### src/logic/actuator_pkg.sv
// constants shared by the valve actuator control block
package actuator_pkg;
	localparam int unsigned clk_hz = 200_000_000;
	// blink 0.4 s on / 0.4 s off, flash 10 cycles per second
	localparam int unsigned blink_half_ms = 400;
	localparam int unsigned flash_hz = 10;
	localparam int unsigned tick_ms = 1;
	localparam int unsigned tick_cycles = clk_hz / 1000 * tick_ms;
	localparam int unsigned blink_half_ticks = blink_half_ms / tick_ms;
	localparam int unsigned flash_half_ticks = 1000 / (flash_hz * 2) / tick_ms;
	// repeat timer bounds, in milliseconds
	localparam int unsigned on_min_ms = 200;
	localparam int unsigned on_max_ms = 2000;
	localparam int unsigned off_min_ms = 500;
	localparam int unsigned off_max_ms = 10000;
	// current trip level limit in amperes
	localparam int unsigned trip_max_amps = 12;
	localparam int unsigned ms_w = 16;
	localparam logic [3:0] trip_fixed_amps = 4'hc;
	// configuration switch bank field positions
	localparam int unsigned sw_open_timer = 0;
	localparam int unsigned sw_close_timer = 1;
	localparam int unsigned sw_three_wire = 2;
	localparam int unsigned sw_local = 3;
	typedef enum logic [1:0] {
		st_idle,
		st_delay,
		st_on,
		st_off
	} drive_state_t;
endpackage : actuator_pkg

### src/logic/dc_actuator_open_close_control.sv
// open/close control of a dc valve actuator with timers, trip and leds
`timescale 1ns/1ps
//
// Contract
// - two-wire mode: open while the open command is high, else close.
// - three-wire mode: each input drives its own way, none holds position.
// - the repeat timer is enabled per direction by its own switch.
// - with the timer on, the output pulses on 0.2-2 s and off 0.5-10 s.
// - an adjustable delay separates a new command from output turn-on.
// - a command withdrawn during the delay never turns its output on.
// - local mode takes the onboard buttons in place of remote inputs.
// - red shows the open output active, green the close output active.
// - leds also show output on, limit reached, low and high supply.
// - blink is 0.4 s on/0.4 s off and flash is 10 cycles per second.
// - the motor stops once current passes the fixed or adjusted level.
// - a latched trip clears on reversal or on the grounded reset input.
// - the adjustable variant lights yellow and drives a contact on trip.
// - an open limit switch forbids further travel in that direction.
// - one output waits for the other to be off; both commands mean off in three-wire mode, open in two-wire mode.
module dc_actuator_open_close_control #(
	parameter bit adjustable_trip = 1'b1,
	parameter int unsigned ms_width = actuator_pkg::ms_w,
	parameter int unsigned tick_len = actuator_pkg::tick_cycles
) (
	input wire logic clock,
	input wire logic rstn,
	input wire logic open_cmd,
	input wire logic close_cmd,
	input wire logic open_button,
	input wire logic close_button,
	input wire logic open_limit_ok,
	input wire logic close_limit_ok,
	input wire logic over_current,
	input wire logic trip_reset_n,
	input wire logic supply_low,
	input wire logic supply_high,
	input wire logic [3:0] config_switch_bank,
	input wire logic [15:0] delay_ms,
	input wire logic [15:0] on_time_adjust,
	input wire logic [15:0] off_time_adjust,
	output logic motor_open,
	output logic motor_close,
	output logic led_red,
	output logic led_green,
	output logic led_yellow,
	output logic trip_contact
);
	import actuator_pkg::*;

	// the timer fields and the 18 bit tick counter bound these values
	if (ms_width != 16) begin : g_bad_width
		$error("ms_width must be 16");
	end
	if (tick_len < 2 || tick_len > 262144) begin : g_bad_tick
		$error("tick_len must be 2 to 262144");
	end

	// ==============================================
	// state
	typedef struct packed {
		logic [7:0] s1;
		logic [7:0] s2;
		logic [17:0] tick_cnt;
		logic [9:0] blink_cnt;
		logic blink;
		logic [6:0] flash_cnt;
		logic flash;
		logic tripped;
		logic last_dir;
		drive_state_t st_o;
		drive_state_t st_c;
		logic [15:0] t_o;
		logic [15:0] t_c;
		logic mo;
		logic mc;
		logic lr;
		logic lg;
		logic ly;
	} state_t;

	state_t q_r, q_nxt;
	logic [7:0] pins;
	logic tick, cmd_o, cmd_c, want_o, want_c;
	logic b_o, b_c, lim_o, lim_c, trip_in, rst_ok, low, high;
	logic [15:0] on_ms, off_ms;

	// ==============================================
	// input synchronisers
	assign pins = {open_cmd, close_cmd, open_button, close_button,
		open_limit_ok, close_limit_ok, over_current, trip_reset_n};
	assign {cmd_o, cmd_c, b_o, b_c, lim_o, lim_c, trip_in, rst_ok} = q_r.s2;
	// supply monitor flags come from on-chip logic on this clock
	assign low = supply_low;
	assign high = supply_high;
	assign tick = (q_r.tick_cnt == 18'(tick_len - 1));

	// clamp knob values into the printed ranges
	assign on_ms = (on_time_adjust < 16'(on_min_ms)) ? 16'(on_min_ms) :
		(on_time_adjust > 16'(on_max_ms)) ? 16'(on_max_ms) :
		on_time_adjust;
	assign off_ms = (off_time_adjust < 16'(off_min_ms)) ? 16'(off_min_ms) :
		(off_time_adjust > 16'(off_max_ms)) ? 16'(off_max_ms) :
		off_time_adjust;

	// ==============================================
	// command selection
	logic src_o, src_c, loc, three;
	always_comb begin
		loc = config_switch_bank[sw_local];
		three = config_switch_bank[sw_three_wire] | loc;
		src_o = loc ? b_o : cmd_o;
		src_c = loc ? b_c : cmd_c;
		if (three) begin
			want_o = src_o & ~src_c;
			want_c = src_c & ~src_o;
		end else begin
			want_o = src_o;
			want_c = ~src_o;
		end
	end

	// one direction's sequencer: idle, delay, on, off
	function automatic void step(
		input drive_state_t st,
		input logic [15:0] t,
		input logic want,
		input logic ok,
		input logic other_off,
		input logic timer_en,
		input logic tk,
		input logic [15:0] dly,
		input logic [15:0] ton,
		input logic [15:0] toff,
		output drive_state_t st_n,
		output logic [15:0] t_n,
		output logic drive
	);
		st_n = st;
		t_n = (tk && t != 16'h0000) ? t - 16'h0001 : t;
		drive = 1'b0;
		if (!want) begin
			st_n = st_idle;
			t_n = 16'h0000;
		end else begin
			case (st)
				st_idle: begin
					if (other_off) begin
						st_n = st_delay;
						t_n = dly;
					end
				end
				st_delay: begin
					if (t == 16'h0000) begin
						st_n = st_on;
						t_n = ton;
					end
				end
				st_on: begin
					drive = ok;
					if (timer_en && t == 16'h0000) begin
						st_n = st_off;
						t_n = toff;
					end
				end
				st_off: begin
					if (t == 16'h0000) begin
						st_n = st_on;
						t_n = ton;
					end
				end
				default: st_n = st_idle;
			endcase
		end
	endfunction : step

	// ==============================================
	// next state
	always_comb begin
		drive_state_t so, sc;
		logic [15:0] to, tc;
		logic dro, drc, ok;
		ok = 1'b0;
		q_nxt = q_r;
		so = st_idle;
		sc = st_idle;
		to = 16'h0000;
		tc = 16'h0000;
		dro = 1'b0;
		drc = 1'b0;
		q_nxt.s1 = pins;
		q_nxt.s2 = q_r.s1;
		q_nxt.tick_cnt = tick ? 18'h0_0000 : q_r.tick_cnt + 18'h0_0001;
		if (tick) begin
			if (q_r.blink_cnt == 10'(blink_half_ticks - 1)) begin
				q_nxt.blink_cnt = 10'h000;
				q_nxt.blink = ~q_r.blink;
			end else
				q_nxt.blink_cnt = q_r.blink_cnt + 10'h001;
			if (q_r.flash_cnt == 7'(flash_half_ticks - 1)) begin
				q_nxt.flash_cnt = 7'h00;
				q_nxt.flash = ~q_r.flash;
			end else
				q_nxt.flash_cnt = q_r.flash_cnt + 7'h01;
		end
		// trip latch; a new trip wins over a clear in the same cycle
		if (want_o)
			q_nxt.last_dir = 1'b1;
		else if (want_c)
			q_nxt.last_dir = 1'b0;
		if ((want_o && !q_r.last_dir) || (want_c && q_r.last_dir) || !rst_ok)
			q_nxt.tripped = 1'b0;
		if (trip_in)
			q_nxt.tripped = 1'b1;
		ok = ~q_r.tripped & ~low & ~high;
		step(q_r.st_o, q_r.t_o, want_o, ok & lim_o, ~q_r.mc,
			config_switch_bank[sw_open_timer], tick, delay_ms, on_ms, off_ms,
			so, to, dro);
		step(q_r.st_c, q_r.t_c, want_c, ok & lim_c, ~q_r.mo,
			config_switch_bank[sw_close_timer], tick, delay_ms, on_ms, off_ms,
			sc, tc, drc);
		q_nxt.st_o = so;
		q_nxt.st_c = sc;
		q_nxt.t_o = to;
		q_nxt.t_c = tc;
		q_nxt.mo = dro & ~q_r.mc & ~trip_in;
		q_nxt.mc = drc & ~q_r.mo & ~trip_in;
		// led priority: overvoltage, low supply, limit, output state
		if (high) begin
			q_nxt.lr = 1'b1;
			q_nxt.lg = 1'b1;
		end else if (low) begin
			q_nxt.lr = q_r.blink;
			q_nxt.lg = q_r.blink;
		end else begin
			// follow the gated outputs so a lamp never shows a refused drive
			q_nxt.lr = !lim_o ? q_r.flash : q_nxt.mo;
			q_nxt.lg = !lim_c ? q_r.flash : q_nxt.mc;
		end
		q_nxt.ly = adjustable_trip & q_r.tripped;
	end

	always_ff @(posedge clock or negedge rstn) begin
		if (!rstn)
			q_r <= '0;
		else
			q_r <= q_nxt;
	end

	// ==============================================
	// outputs
	assign motor_open = q_r.mo;
	assign motor_close = q_r.mc;
	assign led_red = q_r.lr;
	assign led_green = q_r.lg;
	assign led_yellow = q_r.ly;
	assign trip_contact = q_r.ly;
endmodule : dc_actuator_open_close_control

### config.mk
export PLATFORM = sky130hd
export DESIGN_NAME = dc_actuator_open_close_control
export DESIGN_NICKNAME = d
export VERILOG_FILES = /design/src/logic/actuator_pkg.sv /design/src/logic/dc_actuator_open_close_control.sv
export SDC_FILE = /design/constraint.sdc
export NUM_CORES = 1
export LEC_CHECK = 0
export ABC_AREA = 1
export BUFFER_PORTS_ARGS = -buffer_cell sky130_fd_sc_hd__buf_2
export CORE_ASPECT_RATIO = 0.5
export CORE_UTILIZATION = 52
export DETAILED_ROUTE_END_ITERATION = 12
export HOLD_SLACK_MARGIN = 0.05
export PLACE_DENSITY_LB_ADDON = 0.12
export REMOVE_ABC_BUFFERS = 1
export SKIP_CTS_REPAIR_TIMING = 1
export SYNTH_ARGS = -nofsm -noshare
export SYNTH_HDL_FRONTEND = slang
export SYNTH_SLANG_ARGS = --single-unit
### constraint.sdc
create_clock -name clock -period 2.3 [get_ports clock]
set_input_delay 0.23 -clock clock [delete_from_list [all_inputs] [get_ports clock]]
set_output_delay 0.23 -clock clock [all_outputs]
set_load 0.005 [all_outputs]
==> flow_metrics.env <==
export IMPL_worst_pin_slew_ns=0.495
export IMPL_min_period_ns=2.10
export IMPL_first_global_vias=6321
export IMPL_timing_rr_start="q_r[9]"
export IMPL_cts_sinks=96
export IMPL_period_share_pct=91.2
export IMPL_area_growth_pct=15.9
export IMPL_cts_htree_levels=3
export IMPL_cp_depth=12
export IMPL_worstPathMaxFanout=16
export IMPL_crit_type="flop to flop"
export IMPL_yosysWarnings=0
export IMPL_drc=0
export IMPL_overflow=0
export IMPL_synth_edf_count=0
export IMPL_vias=6878
export IMPL_slowest_delay_ns=0.42
export IMPL_status="completed"
export IMPL_worstPathRequired_ns=2.54
export IMPL_place_congestion=0.972
export IMPL_core_area_um2=12700
export IMPL_end_kind="flop"
export IMPL_cp_endpoint="q_r[20]"
export IMPL_vias_per_cell=5.28
export IMPL_start_util_pct=53.5
export IMPL_cp_top_family="simple AND/OR/NAND/NOR gates"
export IMPL_die_area_um2=13600
export IMPL_diodes=0
export IMPL_path_buf_inv=2
export IMPL_dp_hpwl_um=15400
export IMPL_crit_chain="nor2_1, nand2_1, nor2_1, nand2_1, inv_1, nor2_4, buf_4, or2_2, nand2_1, nand2_1, nand2_1, nor2_1"
export IMPL_ys_ff_latch=96
export IMPL_rows=29
export IMPL_cap_viol_max_count=0
export IMPL_critPathLaunchType="flop"
export IMPL_die_h_um=82.9
export IMPL_r2r_end="q_r[20]"
export IMPL_synth_seq_area_share_pct=35.3
export IMPL_utilization_pct=62.0
export IMPL_fin_total_pwr_mw=4.74
export IMPL_fin_ws_ns=0.203
export IMPL_arrival_ns=2.33
export IMPL_hold_viol_final=0
export IMPL_power_density_nw_per_um2=601
export IMPL_cp_startpoint="q_r[9]"
export IMPL_drt_pass1_iter_count=5
export IMPL_antenna_found_initial=0
export IMPL_drt_iter0_drc=536
export IMPL_r2r_setup_slack_ns=0.20
export IMPL_grt_use_total_pct=29.8
export IMPL_synth_distinct_cells=43
export IMPL_async_flop_share_pct=100
export IMPL_synth_area_um2=6810
export IMPL_pre_cts_slack_ns=0.126
export IMPL_layout_drive_gt1_share_pct=15.3
export IMPL_leakage_nw=4.03
export IMPL_clock_latency_ns=0.35
export IMPL_ys_flop_type="dfrtp_1"
export IMPL_ant_nets=0
export IMPL_nets=1199
export IMPL_finalClockSkew_ns=0.00726
export IMPL_io_buffer_count=69
export IMPL_dp_cells=1273
export IMPL_rsz0062_at_grt="false"
export IMPL_slew_headroom_pct=66.7
export IMPL_fmax_mhz=477
export IMPL_root_buffer="clkbuf_16"
export IMPL_cpMostUsedCell="nand2_1"
export IMPL_grt_first_pass_wirelength_um=31500
export IMPL_cts_buffers=9
export IMPL_grt_max_degree=47
export IMPL_clk_pin_slew_ns=0.07
export IMPL_wl_um=19500
export IMPL_cts_tree="yes"
export IMPL_slew_violations=0
export IMPL_hold_class="input pin to flop"
export IMPL_synth_area_per_cell_um2=6.63
export IMPL_io_pin_count=70
export IMPL_wire_per_inst_um=15.0
export IMPL_tns_ns=0
export IMPL_crit_slowest_cell="dfrtp_1"
export IMPL_die_w_um=164
export IMPL_rr_worst_depth=12
export IMPL_synthCells=1028
export IMPL_setup_viol=0
export IMPL_clockBufferDepth=2
export IMPL_final_cells=1303
export IMPL_ir_drop_v=0.000453
[cells in the final DEF (no fill, tap or decap), drive strengths merged]
master	Yosys	final
buf	14	97
xnor2	4	4
nor3	27	27
or2	6	6
nand3b	4	4
ha	7	7
o21a	1	1
nor2	182	182
nand2	287	287
dlygate4sd3	0	9
clkbuf	3	10
nand3	92	92
a211oi	3	3
a2bb2oi	1	1
o22ai	1	1
a21oi	49	49
nand4	11	11
nor4	6	6
o211ai	4	4
xor2	28	28
o21ai	55	55
clkinv	3	6
inv	134	137
a21boi	2	2
a31oi	7	7
dfrtp	96	96
o31ai	1	1
[state kept, by name (all words and copies together) (netlist names)]
name	count
b_c	1
b_o	1
cmd_c	1
cmd_o	1
led_green	1
led_red	1
led_yellow	1
lim_c	1
lim_o	1
motor_close	1
motor_open	1
q_nxt	9
q_r	76
[where the power goes]
| group | switching (mW) | internal (mW) |
|---|---|---|
| Sequential | 0.102 | 1.78 |
| Clock | 0.715 | 0.789 |
| Combinational | 0.887 | 0.472 |
| Total | 1.70 | 3.04 |
[synthesized netlist by cell type (6+ instances only)]
master	instances	share of area, %
nand2_1	277	15
nor2_1	159	8.8
inv_1	126	6.9
dfrtp_1	96	35
nand3_1	87	6.4
a21oi_1	47	3.5
o21ai_0	44	3.2
xor2_1	28	3.6
nor3_1	24	1.8
nor2_2	14	1.3
o21ai_1	11	0.81
nand4_1	10	0.92
buf_2	8	0.59
inv_2	8	0.44
nand2_2	8	0.73
a31oi_1	7	0.64
ha_1	7	1.3
nor2_4	7	1.2
nor4_1	6	0.55
[worst reg2reg max path, stage by stage (launching register included)]
cell and delay [ns]:
dfrtp_1 0.42, nor2_1 0.20, nand2_1 0.16, nor2_1 0.12, nand2_1 0.19, inv_1 0.15
nor2_4 0.06, buf_4 0.18, or2_2 0.29, nand2_1 0.08, nand2_1 0.05, nand2_1 0.06
nor2_1 0.04
[layout make-up]
cell class              count  area [µm²]
fillers                  1203        4840
multi-input cells         778        3800
flip-flops and latches     96        2400
repair buffers            106         661
inverters                 137         514
clock buffers              10         239
well taps                 170         213
clock inverters             6        60.1
[cell families (layout without fill, tap and decap cells)]
| logic type | Yosys count | count (layout) | share of synthesized area, % |
|---|---|---|---|
| AO/OA/AOI/OAI | 124 | 124 | 9.94 |
| adder cells (fa/ha/maj) | 7 | 7 | 1.29 |
| buffers and inverters | 154 | 259 | 9.07 |
| AND/OR/NAND/NOR | 615 | 615 | 40.3 |
| XOR/XNOR | 32 | 32 | 4.11 |
| flip-flops | 96 | 96 | 35.3 |
[how the worst min path moves through the flow]
stage,from,endpoint,slack [ns],depth (start not counted)
2_1_floorplan,rstn,b_c,-0.07,0
3_3_place_gp,rstn,q_r[10],0.18,1
3_5_place_dp,rstn,q_r[10],0.18,1
4_1_cts,rstn,q_r[10],-0.19,1
5_1_grt,supply_high,led_green,0.13,3
6_report,supply_high,led_green,0.10,3
[stage by stage]
step	hold WS [ns]	instance area [µm²]
floorplan	-0.0656	6710
global route	0.127	7890
finish	0.102	7890
CTS	-0.190	7750
global placement	0.179	7450
detailed placement	0.177	7450
[per-layer routing]
layer / up-vias / track usage (%) / part of all wire [%]
li1: 3475 / - / -
met1: 3124 / 42.4 / 47
met2: 245 / 46.0 / 44
met3: 34 / 5.54 / 7.2
met4: 0 / 9.26 / 2.0
met5: - / 0 / 0
(Power assumes the default switching activity.)
